`config.mk`:
```
export PLATFORM = sky130hd
export DESIGN_NAME = status_event_reporting
export DESIGN_NICKNAME = d
export VERILOG_FILES = /design/src/hdl/status_pkg.sv /design/src/hdl/status_event_reporting.sv /design/src/hdl/status_group.sv
export SDC_FILE = /design/constraint.sdc
export NUM_CORES = 1
export LEC_CHECK = 0
export CAP_MARGIN = 0
export CORE_UTILIZATION = 35
export CTS_CLUSTER_SIZE = 28
export DETAILED_ROUTE_END_ITERATION = 7
export DONT_BUFFER_PORTS = 1
export HOLD_SLACK_MARGIN = 0.15
export PLACE_DENSITY_LB_ADDON = 0.25
export SYNTH_ARGS = -nofsm -noshare
export SYNTH_HDL_FRONTEND = slang
export SYNTH_SLANG_ARGS = --single-unit
```
`constraint.sdc`:
```
create_clock -name mclk -period 3.95 [get_ports mclk]
set_clock_uncertainty 0.2 [all_clocks]
set_input_delay 0.395 -clock mclk [delete_from_list [all_inputs] [get_ports mclk]]
set_output_delay 0.395 -clock mclk [all_outputs]
set_load 0.02 [all_outputs]
```
`src/hdl/status_pkg.sv`:
```
// Constants and types shared by the status reporting block.
package status_pkg;
  localparam int STAT_W = 15;
  localparam int ERR_W = 16;
  localparam int ERR_DEPTH = 8;
  localparam logic [STAT_W-1:0] ALL_ONES = 15'h7fff;
  localparam logic [STAT_W-1:0] ALL_ZERO = 15'h0000;
  // Register selectors on the command port.
  localparam logic [3:0] SEL_OPER_COND = 4'h0;
  localparam logic [3:0] SEL_OPER_ENAB = 4'h1;
  localparam logic [3:0] SEL_OPER_EVENT = 4'h2;
  localparam logic [3:0] SEL_OPER_FALL = 4'h3;
  localparam logic [3:0] SEL_OPER_RISE = 4'h4;
  localparam logic [3:0] SEL_QUES_COND = 4'h5;
  localparam logic [3:0] SEL_QUES_ENAB = 4'h6;
  localparam logic [3:0] SEL_QUES_EVENT = 4'h7;
  localparam logic [3:0] SEL_QUES_FALL = 4'h8;
  localparam logic [3:0] SEL_QUES_RISE = 4'h9;
  localparam logic [3:0] SEL_QUEUE = 4'ha;
  // Power-up values of the writable parts, the same as after preset.
  localparam logic [STAT_W-1:0] RISE_RESET = ALL_ONES;
  localparam logic [STAT_W-1:0] FALL_RESET = ALL_ZERO;
  localparam logic [STAT_W-1:0] ENAB_RESET = ALL_ZERO;
endpackage

```
`src/hdl/status_event_reporting.sv`:
```
`timescale 1ns/10ps
// Status reporting top: two register groups, command port and error queue.
module status_event_reporting
  import status_pkg::*;
#(
  parameter int DEPTH = ERR_DEPTH
) (
  // Clocking.
  input wire logic mclk,
  input wire logic rst,
  input wire logic ce,
  // Hardware status inputs, asynchronous.
  input wire logic [STAT_W-1:0] oper_status_in,
  input wire logic [STAT_W-1:0] ques_status_in,
  // Command port: one-cycle strobes with selector and data.
  input wire logic cmd_wr,
  input wire logic cmd_rd,
  input wire logic [3:0] cmd_sel,
  input wire logic [STAT_W-1:0] cmd_wdata,
  input wire logic cmd_preset,
  input wire logic instr_reset,
  output logic [ERR_W-1:0] cmd_rdata,
  output logic cmd_rvalid,
  // Error code producer.
  input wire logic err_push,
  input wire logic signed [ERR_W-1:0] err_code,
  output logic err_full,
  // Summary bits to the status byte.
  output logic oper_summary,
  output logic ques_summary
);
  logic [STAT_W-1:0] oper_s1_q, oper_s2_q, ques_s1_q, ques_s2_q;
  logic [STAT_W-1:0] oper_enab, oper_fall, oper_rise, oper_event;
  logic [STAT_W-1:0] ques_enab, ques_fall, ques_rise, ques_event;
  logic rd_oper_ev, rd_ques_ev, rd_queue;
  logic signed [ERR_W-1:0] queue_mem [DEPTH];
  logic [$clog2(DEPTH)-1:0] rd_ptr_q, wr_ptr_q;
  logic [$clog2(DEPTH):0] count_q;
  logic do_pop, do_push;

  // Two-stage synchronisers for the live status pins.
  always_ff @(posedge mclk) begin
    if (rst) begin
      oper_s1_q <= ALL_ZERO;
      oper_s2_q <= ALL_ZERO;
      ques_s1_q <= ALL_ZERO;
      ques_s2_q <= ALL_ZERO;
    end else if (ce) begin
      oper_s1_q <= oper_status_in;
      oper_s2_q <= oper_s1_q;
      ques_s1_q <= ques_status_in;
      ques_s2_q <= ques_s1_q;
    end
  end

  // Destructive read strobes; instr_reset deliberately drives nothing here.
  assign rd_oper_ev = cmd_rd && (cmd_sel == SEL_OPER_EVENT);
  assign rd_ques_ev = cmd_rd && (cmd_sel == SEL_QUES_EVENT);
  assign rd_queue = cmd_rd && (cmd_sel == SEL_QUEUE);

  status_group oper_grp (
    .mclk(mclk),
    .rst(rst),
    .ce(ce),
    .cond(oper_s2_q),
    .preset(cmd_preset),
    .wr_enab(cmd_wr && cmd_sel == SEL_OPER_ENAB),
    .wr_fall(cmd_wr && cmd_sel == SEL_OPER_FALL),
    .wr_rise(cmd_wr && cmd_sel == SEL_OPER_RISE),
    .wdata(cmd_wdata),
    .rd_event(rd_oper_ev),
    .enab_q(oper_enab),
    .fall_q(oper_fall),
    .rise_q(oper_rise),
    .event_q(oper_event),
    .summary(oper_summary)
  );

  status_group ques_grp (
    .mclk(mclk),
    .rst(rst),
    .ce(ce),
    .cond(ques_s2_q),
    .preset(cmd_preset),
    .wr_enab(cmd_wr && cmd_sel == SEL_QUES_ENAB),
    .wr_fall(cmd_wr && cmd_sel == SEL_QUES_FALL),
    .wr_rise(cmd_wr && cmd_sel == SEL_QUES_RISE),
    .wdata(cmd_wdata),
    .rd_event(rd_ques_ev),
    .enab_q(ques_enab),
    .fall_q(ques_fall),
    .rise_q(ques_rise),
    .event_q(ques_event),
    .summary(ques_summary)
  );

  // Error queue; a push to a full queue is dropped unless a pop comes in the same cycle, the producer sees err_full.
  assign do_pop = rd_queue && (count_q != '0);
  assign do_push = err_push && (!err_full || do_pop);
  assign err_full = (count_q == ($clog2(DEPTH)+1)'(DEPTH));

  always_ff @(posedge mclk) begin
    if (rst) begin
      rd_ptr_q <= '0;
      wr_ptr_q <= '0;
      count_q <= '0;
    end else if (ce) begin
      if (do_push) begin
        queue_mem[wr_ptr_q] <= err_code;
        wr_ptr_q <= wr_ptr_q + 1'b1;
      end
      if (do_pop) begin
        rd_ptr_q <= rd_ptr_q + 1'b1;
      end
      if (do_push && !do_pop) begin
        count_q <= count_q + 1'b1;
      end else if (do_pop && !do_push) begin
        count_q <= count_q - 1'b1;
      end
    end
  end

  // Read data register; status parts are zero-extended 15-bit values.
  always_ff @(posedge mclk) begin
    if (rst) begin
      cmd_rdata <= '0;
      cmd_rvalid <= 1'b0;
    end else if (ce) begin
      cmd_rvalid <= cmd_rd;
      if (cmd_rd) begin
        unique case (cmd_sel)
          SEL_OPER_COND: cmd_rdata <= {1'b0, oper_s2_q};
          SEL_OPER_ENAB: cmd_rdata <= {1'b0, oper_enab};
          SEL_OPER_EVENT: cmd_rdata <= {1'b0, oper_event};
          SEL_OPER_FALL: cmd_rdata <= {1'b0, oper_fall};
          SEL_OPER_RISE: cmd_rdata <= {1'b0, oper_rise};
          SEL_QUES_COND: cmd_rdata <= {1'b0, ques_s2_q};
          SEL_QUES_ENAB: cmd_rdata <= {1'b0, ques_enab};
          SEL_QUES_EVENT: cmd_rdata <= {1'b0, ques_event};
          SEL_QUES_FALL: cmd_rdata <= {1'b0, ques_fall};
          SEL_QUES_RISE: cmd_rdata <= {1'b0, ques_rise};
          SEL_QUEUE: cmd_rdata <= (count_q != '0) ? queue_mem[rd_ptr_q] : '0;
          default: cmd_rdata <= '0;
        endcase
      end
    end
  end
endmodule

```
`src/hdl/status_group.sv`:
```
`timescale 1ns/10ps
// One condition/transition/event/enable register group.
module status_group
  import status_pkg::*;
(
  // Clocking.
  input wire logic mclk,
  input wire logic rst,
  input wire logic ce,
  // Live condition, already synchronised.
  input wire logic [STAT_W-1:0] cond,
  // Control.
  input wire logic preset,
  input wire logic wr_enab,
  input wire logic wr_fall,
  input wire logic wr_rise,
  input wire logic [STAT_W-1:0] wdata,
  input wire logic rd_event,
  // State.
  output logic [STAT_W-1:0] enab_q,
  output logic [STAT_W-1:0] fall_q,
  output logic [STAT_W-1:0] rise_q,
  output logic [STAT_W-1:0] event_q,
  output logic summary
);
  logic [STAT_W-1:0] cond_prev_q;
  logic [STAT_W-1:0] hit;

  // Previous condition for edge detection.
  always_ff @(posedge mclk) begin
    if (rst) begin
      cond_prev_q <= ALL_ZERO;
    end else if (ce) begin
      cond_prev_q <= cond;
    end
  end

  // Edges passed by the transition filters.
  assign hit = (cond & ~cond_prev_q & rise_q) | (~cond & cond_prev_q & fall_q);

  // Filters and mask; preset has priority over a write in the same cycle.
  always_ff @(posedge mclk) begin
    if (rst) begin
      rise_q <= RISE_RESET;
      fall_q <= FALL_RESET;
      enab_q <= ENAB_RESET;
    end else if (ce) begin
      if (preset) begin
        rise_q <= ALL_ONES;
        fall_q <= ALL_ZERO;
        enab_q <= ALL_ZERO;
      end else begin
        if (wr_rise) begin
          rise_q <= wdata;
        end
        if (wr_fall) begin
          fall_q <= wdata;
        end
        if (wr_enab) begin
          enab_q <= wdata;
        end
      end
    end
  end

  // Sticky events; a new hit beats the read clear so it is never lost.
  always_ff @(posedge mclk) begin
    if (rst) begin
      event_q <= ALL_ZERO;
    end else if (ce) begin
      if (rd_event) begin
        event_q <= hit;
      end else begin
        event_q <= event_q | hit;
      end
    end
  end

  assign summary = |(event_q & enab_q);
endmodule

```
* Word level (Yosys, flattened, before mapping) *
Memories as Yosys holds them, arrays and structs flattened. A register that Yosys moved wholly into a read port is not among the register bits.
Cells that the tools add are included.

cells by class
  equal/unequal tests = 11
  bitwise operators = 18
  multiplexer cells = 24
  reductions and logical operators = 38
  $add $sub $neg = 4

operator list
  kind                 number
  $mux 15              14
  $pmux 16 s11         1
  $and 15x15->15       10
  $not 15->15          4
  $or 15x15->15        4
  $reduce_or 15->1     2
  $reduce_and 2->1     10
  $eq 4x3->1 const B   4
  $eq 4x4->1 const B   4
  $mux 16              1
  $reduce_bool 2->1    7
  $logic_and 1x1->1    13
  $eq 4x2->1 const B   2
  $mux 4               2
  $add 3x1->3 const B  2
  $mux 3               2
  $add 4x1->4 const B  1
  $eq 4x1->1 const B   1
  $logic_not 4->1      1
  $mux 1               4
  $reduce_bool 4->1    1
  $sub 4x1->4 const B  1
  $logic_not 1->1      3
  $logic_or 1x1->1     1

storage, ports and cells
  memory bits (writable) = 128
  memories kept = 1
  word-level logic and storage cells = 115
  register bits after elaboration = 237

memories
  memory     words  bits a word  rd ports  clocked after memory_dff  wr ports  line                          text
  queue_mem  8      16           1         1                         1         status_event_reporting.sv:36  logic signed [ERR_W-1:0] queue_mem [DEPTH];

* Depth between registers and ports, before layout *
Gate-level depths: netlist of the first run.

  depth in word-level cells = 9
  gate-level depth with buffers = 11
  gate-level depth less buffers = 10

* Hierarchy *
From an unflattened synthesis of the first run, not the netlist that was laid out.

unflattened totals
  cell total of the unflattened synthesis = 1442
  area total of the unflattened synthesis = 15812.7 µm²

modules (own cells, without submodules)
  module                  cells an instance  instances  area each (µm²)
  status_event_reporting  736                1          9721.8
  status_group            353                2          3045.4

* Worst setup path after synthesis of the first run *
OpenSTA, ideal clock, no wires.

  kind = flip-flop to flip-flop
  from = register count_q[0]
  to = register count_q[3]
  clock period less this slack = 3.018 ns
  data arrival time = 2.698 ns
  path slack = 0.932 ns
  cell stages (with the launch flop) = 12
  library setup time = 0.121 ns
  required time = 3.629 ns
  path through = dfxtp_1 -> or4_1 -> and2_1 -> clkbuf_1 -> nand2_1 -> ha_1 -> inv_1 -> ha_1 -> a21o_1 -> a21oi_1 -> mux2i_1 -> mux2_2

between the ends
  cells in the longest elaborated chain, start to end = 8

ends and longest elaborated chain
  element                                                      line                                                         text
  start, declared                                              status_event_reporting.sv:38                                 logic [$clog2(DEPTH):0] count_q;
  start signal, assigned                                       status_event_reporting.sv:116                                count_q <= count_q + 1'b1;
  start signal, assigned                                       status_event_reporting.sv:118                                count_q <= count_q - 1'b1;
  $eq 4x4->1 / $reduce_bool 4->1 (equally long branches)       status_event_reporting.sv:100, status_event_reporting.sv:98
  $logic_not 1->1 / $logic_and 1x1->1 (equally long branches)  status_event_reporting.sv:99, status_event_reporting.sv:98
  $logic_or 1x1->1                                             status_event_reporting.sv:99                                 assign do_push = err_push && (!err_full || do_pop);
  $logic_and 1x1->1                                            status_event_reporting.sv:99
  $logic_not 1->1                                              status_event_reporting.sv:117                                end else if (do_pop && !do_push) begin
  $logic_and 1x1->1                                            status_event_reporting.sv:117
  $reduce_bool 2->1 (no source line)                           n/a
  $reduce_and 2->1 (no source line)                            n/a

Parallel ways exist; a longest one is shown, timed or not. The select of a mux whose other input is x is not followed.
A chain may end at the register's enable or synchronous reset.

==> results of run 1 <==
[layout make-up]
type | instances | area [sq um]
antenna | 2 | 5.00
clock inverter | 14 | 148
sequential | 368 | 8650
timing repair buffer | 205 | 2050
tap | 600 | 751
multi-input combinational | 983 | 6990
inverter | 7 | 26.3
clock buffer | 56 | 1120
fill | 4350 | 25700
[final timing paths]
path,slack [ps],start,endpoint
max,460,flop,cmd_rdata[4]
min,170,cmd_sel[3],cmd_rdata[5]
max reg2reg,460,flop,cmd_rdata[4]
min reg2reg,290,oper_s1_q[11],oper_s1_q[11]
[stage by stage]
stage	area, sq um	total power [mW]	hold slack, ps	setup WS, ps
global placement	16500	4.62	262	783
global route	19700	8.76	174	222
finish	19700	8.48	175	459
floorplan	16100	4.58	254	932
detailed placement	16500	4.63	281	786
CTS	19700	8.54	154	416
[state kept, by name (all words and copies together), names as in the netlist, 3 cells and up, named ones only]
| register | cells |
|---|---|
| oper_s2_q | 15 |
| ques_grp.fall_q | 15 |
| rd_ptr_q | 3 |
| ques_grp.event_q | 15 |
| wr_ptr_q | 3 |
| queue_mem | 128 |
| ques_grp.cond_prev_q | 15 |
| oper_grp.enab_q | 15 |
| oper_grp.cond_prev_q | 15 |
| ques_s2_q | 15 |
| oper_grp.fall_q | 15 |
| cmd_rdata | 16 |
| ques_grp.enab_q | 15 |
| oper_grp.rise_q | 15 |
| count_q | 4 |
| oper_s1_q | 15 |
| ques_grp.rise_q | 15 |
| ques_s1_q | 15 |
| oper_grp.event_q | 15 |
[worst max-delay path: stages (launching register included)]
cell and delay [ps]:
dfxtp_2 780, buf_4 420, mux4_2 560, a2bb2oi_1 160
dlygate4sd3_1 560, a311oi_1 90, dlygate4sd3_1 600
[metal layers]
| metal | global-route usage (%) | vias up | part of all wire, % |
|---|---|---|---|
| li1 | - | 5799 | - |
| met1 | 29.2 | 6355 | 41 |
| met2 | 34.3 | 548 | 44 |
| met3 | 5.32 | 168 | 8.7 |
| met4 | 13.5 | 0 | 6.2 |
| met5 | 0 | - | 0 |
[power by group]
part | switching (mW) | internal (mW)
sequential | 0.116 | 4.01
combinational | 0.357 | 0.301
clock | 1.52 | 2.17
[cells by family (layout without fill, tap and decap cells)]
logic type,after synthesis,after routing
AOI/OAI and AO/OA,382,382
xor gates and xnor gates,4,4
adders and majority gates,6,6
buffers and inverters,125,282
DFF,368,368
muxes,173,173
other,0,2
and+or+nand+nor,418,418
[layout by cell type (no fill, tap or decap), drive strengths merged, types with 5 or more instances in the layout]
master and count:
mux2 8, a21boi 30, a31o 5, buf 17, mux2i 133, ha 5
o2bb2ai 5, a311oi 9, dfxtp 240, and2 7, a211oi 8, nand2 40
a21oi 89, clkbuf 56, inv 7, nand4b 5, nand2b 10, dlygate4sd3 188
nor2 145, nor2b 24, a211o 31, a222oi 6, a22oi 48, nand4 7
a21o 6, o21ai 101, nor3 12, a31oi 8, or2 19, nand3b 51
edfxtp 128, a22o 7, nand3 70, clkinv 8, o22ai 7, mux4 32
==> impl_metrics.tcl, run 1 <==
set metrics [dict create \
    clock_path_buffers 3 \
    fmax_ghz 0.286 \
    cts_resized 0 \
    post-route-drc-count 3 \
    grt_first_pass_wirelength_microns 80300 \
    max_slew_margin_pct 17.6 \
    port_buffers 0 \
    worst_pin_slew_ps 1220 \
    grt_usage_pct 22.6 \
    synth.most_common_cell "dfxtp_1" \
    start_util_pct 35.5 \
    worstSetupStartpointType "flop" \
    num_rows 78 \
    root_buffer "clkbuf_16" \
    hold_buffers 190 \
    ir_worst_vdd_uv 361 \
    postSynthCellCount 1476 \
    holdPathStages 3 \
    area.growth.synth_to_final_pct 22.3 \
    cp_max_fo 19 \
    crit_arrival_ps 3730 \
    hpwlAfterDp_microns 32400 \
    rsz0062_at_grt "no" \
    synth.largest_area_cell "dfxtp_1" \
    overflow 0 \
    synth_compound_area_share_pct 15.5 \
    maxCapViolCount 0 \
    die_area_sq_mm 0.0470 \
    clk_latency_ps 550 \
    outcome "complete, but fails checks" \
    finalHoldViolations 0 \
    yosys.area_share.simple_pct 13.6 \
    end_kind "flop" \
    htreeDepth 2 \
    worstPathRequired_ps 4190 \
    ys_ff_latch 368 \
    post-cts-setup-buffers 0 \
    vias 12900 \
    grt_max_degree 199 \
    synth-adder-area-share_pct 0.512 \
    leakagePower_nw 6.89 \
    p_per_area_mw_per_mm2 430 \
    drt_iter0_drc 1472 \
    synth-edff-count 128 \
    grt_antenna_before_repair 0 \
    fp.dieW_microns 217 \
    wire_per_inst_microns 23.8 \
    period_share_pct 88.4 \
    synth_seq_area_share_pct 53.6 \
    vias_per_cell 5.76 \
    cts_buffers 39 \
    drv_slew 0 \
    core-area_sq_mm 0.0455 \
    syn_nets 1555 \
    min_period_ps 3490 \
    worstSetupPathType "reg -> reg" \
    clk_pin_slew_worst_paths_ps 70 \
    fin_cells 2235 \
    synthMuxAreaShare_pct 13.3 \
    synth_top_family_by_area "compound AO/OA/AOI/OAI gates" \
    synth_commonest_cells "240 x dfxtp_1, 144 x nor2_1, 133 x mux2i_1" \
    dp_cells 1973 \
    drtAntennaViolNets 0 \
    fin_setup_tns_ps 0 \
    wirelength_microns 53200 \
    syn_avg_cell_area_sq_um 10.9 \
    grt_pass1_vias 12700 \
    gp_congestion 0.923 \
    min-delay-path-class "in -> reg" \
    num-nets-final 1683 \
    cts_tree "done" \
    die_h_microns 217 \
    async_reset_ff_share_pct 0 \
    syn_area_sq_mm 0.0161 \
    ios 93 \
    yosysTopAreaCellShare_pct 29.8 \
    ys_warn_count 0 \
    dr.pass1.iters 8 \
    yosys-top-cells-area "dfxtp_1 30%, edfxtp_1 24%, mux2i_1 8.2%, mux4_2 4.5%, nor2_1 3.3%" \
    synth_xor_xnor_area_share_pct 0.217 \
    synth_cell_types 71 \
    clock_sinks 368 \
    fin_util_pct 43.4 \
    drive_gt1_share_pct 9.19 \
    setup_viol 0 \
    reg2regPathDepth 6 \
    violations "design-rule violations" \
    yosys_most_used_dff "dfxtp_1" \
]
Power figures use the tool's default switching activity.
==> inputs of run 2 (changes only) <==
--- a/config.mk
+++ b/config.mk
@@ -6,10 +6,12 @@
 export NUM_CORES = 1
 export LEC_CHECK = 0
 export CAP_MARGIN = 0
+export CORE_ASPECT_RATIO = 1.2
 export CORE_UTILIZATION = 35
 export CTS_CLUSTER_SIZE = 28
 export DETAILED_ROUTE_END_ITERATION = 7
 export DONT_BUFFER_PORTS = 1
+export GPL_ROUTABILITY_DRIVEN = 0
 export HOLD_SLACK_MARGIN = 0.15
 export PLACE_DENSITY_LB_ADDON = 0.25
 export SYNTH_ARGS = -nofsm -noshare
==> constraint.sdc (replaced) <==
create_clock -name mclk -period 4.4 [get_ports mclk]
set_clock_uncertainty 0.2 [all_clocks]
set_input_delay 0.44 -clock mclk [delete_from_list [all_inputs] [get_ports mclk]]
set_output_delay 0.44 -clock mclk [all_outputs]
set_load 0.02 [all_outputs]
==> impl_metrics.tcl, run 2 (same netlist as run 1, synthesis figures left out) <==
set metrics [dict create \
    placed_area_sq_mm 0.0165 \
    die_area_sq_mm 0.0470 \
    end_kind "flop" \
    leakagePower_nw 6.55 \
    wirelength_microns 53400 \
    worst_pin_slew_ps 1200 \
    cts_tree "done" \
    clock_sinks 368 \
    hpwlAfterDp_microns 32500 \
    cts_buffers 40 \
    cp_max_fo 9 \
    layout_common_cells "239 x dfxtp_1, 144 x nor2_1, 133 x mux2i_1" \
    rsz0062_at_grt "no" \
    dr.pass1.iters 8 \
    grt_usage_pct 22.6 \
    reg_top3 "queue_mem (128), cmd_rdata (16)" \
    min_period_ps 3190 \
    worstPathCellList "or4_1, and2_1, nand2_1, ha_1, inv_1, ha_1, a21o_1, a21oi_1, mux2i_1, mux2_2" \
    stdcell_area_sq_mm 0.0191 \
    crit_arrival_ps 3420 \
    grt_antenna_before_repair 5 \
    maxCapViolCount 0 \
    crit_path_top_delay_cell "or4_1" \
    core-area_sq_mm 0.0452 \
    largest_register_ffs 128 \
    ir_worst_vdd_uv 385 \
    num_rows 85 \
    final_common_cell "dfxtp_1" \
    num-nets-final 1612 \
    overflow 0 \
    regMostFlops "queue_mem" \
    crit_family "simple AND/OR/NAND/NOR gates" \
    ios 93 \
    min-delay-path-class "in -> reg" \
    crit_top_cell "ha_1" \
    finalHoldViolations 0 \
    area.growth.synth_to_final_pct 18.2 \
    clk_latency_ps 570 \
    fin_util_pct 42.2 \
    cp_slowest_stage_delay_ps 620 \
    wire_per_inst_microns 24.5 \
    post-route-drc-count 0 \
    die_h_microns 237 \
    fmax_ghz 0.314 \
    cts_resized 0 \
    outcome "finished clean" \
    fin_setup_tns_ps 0 \
    port_buffers 0 \
    period_share_pct 72.4 \
    vias 12500 \
    drv_slew 0 \
    path_buf_inv 1 \
    root_buffer "clkbuf_16" \
    drtAntennaViolNets 0 \
    max_slew_margin_pct 19.9 \
    clk_pin_slew_worst_paths_ps 60 \
    vias_per_cell 5.74 \
    worstSetupStartpointType "flop" \
    clock_path_buffers 3 \
    worstPathRequired_ps 4640 \
    fp.dieW_microns 198 \
    drive_gt1_share_pct 9.87 \
    worstSetupPathType "reg -> reg" \
    htreeDepth 2 \
    grt_first_pass_wirelength_microns 78300 \
    grt_pass1_vias 12200 \
    drt_iter0_drc 1243 \
    start_util_pct 35.7 \
    setup_viol 0 \
    grt_max_degree 224 \
    p_per_area_mw_per_mm2 400 \
]
==> run 2: changes by cell type in the layout (fill, tap and decap cells not counted), moves of 2 or more <==
cell,previous run,this run
diode_2,2,5
clkinv_1,4,7
clkbuf_1,11,6
dlygate4sd3_1,188,115
clkbuf_8,4,6
==> run 2: layer usage <==
layer / part of all wire [%] / vias up / routed length [microns] / GRT usage, %
met5: 0.024 / - / 13 / 0
met4: 5.4 / 2 / 2890 / 12.6
met3: 7.7 / 151 / 4120 / 4.95
met2: 47 / 502 / 24900 / 36.6
met1: 40 / 6179 / 21400 / 27.9
li1: - / 5645 / - / -
==> run 2: worst paths after layout <==
path | slack (ps) | start | cells after the start | end
hold / removal | 180 | cmd_sel[0] | 4 | cmd_rdata[0]
setup reg to reg | 1210 | count_q[0] | 10 | count_q[3]
hold reg to reg | 290 | ques_grp.fall_q[7] | 2 | ques_grp.fall_q[7]
setup / recovery | 1210 | count_q[0] | 10 | count_q[3]
==> run 2: report_power, final <==
part	internal, mW	switching (mW)
sequential	3.60	0.103
combinational	0.246	0.324
clock	1.95	1.40
total	5.80	1.83
==> run 2: layout make-up <==
cell class                      count  area, sq um
Inverter                            7         26.3
Fill cell                        4326        26100
Multi-Input combinational cell    983         7000
Tap cell                          609          762
Sequential cell                   368         8650
Clock buffer                       52         1110
Timing Repair Buffer              133         1340
Antenna cell                        5         12.5
Clock inverter                     18          179
==> run 2: what timing repair did <==
| action | CTS | global route |
|---|---|---|
| setup buffers | 0 | 0 |
| hold buffers | 118 | 0 |
| hold endpoints to repair | 368 | 0 |
==> run 2: tightest hold or removal path, stage by stage <==
cell      delay, ps
a21o_1          150
a311oi_1        150
o31ai_1          80
nand3_1          60
==> run 2: metrics by stage <==
step / power [mW] / setup slack [ps] / hold WS (ps) / cells
6_report: 7.63 / 1210 / 178 / 2175
5_1_grt: 7.88 / 1010 / 200 / 2173
4_1_cts: 7.69 / 1200 / 152 / 2170
3_5_place_dp: 4.16 / 1240 / 281 / 1982
3_3_place_gp: 4.15 / 1250 / 266 / 1982
2_1_floorplan: 4.11 / 1380 / 254 / 1476
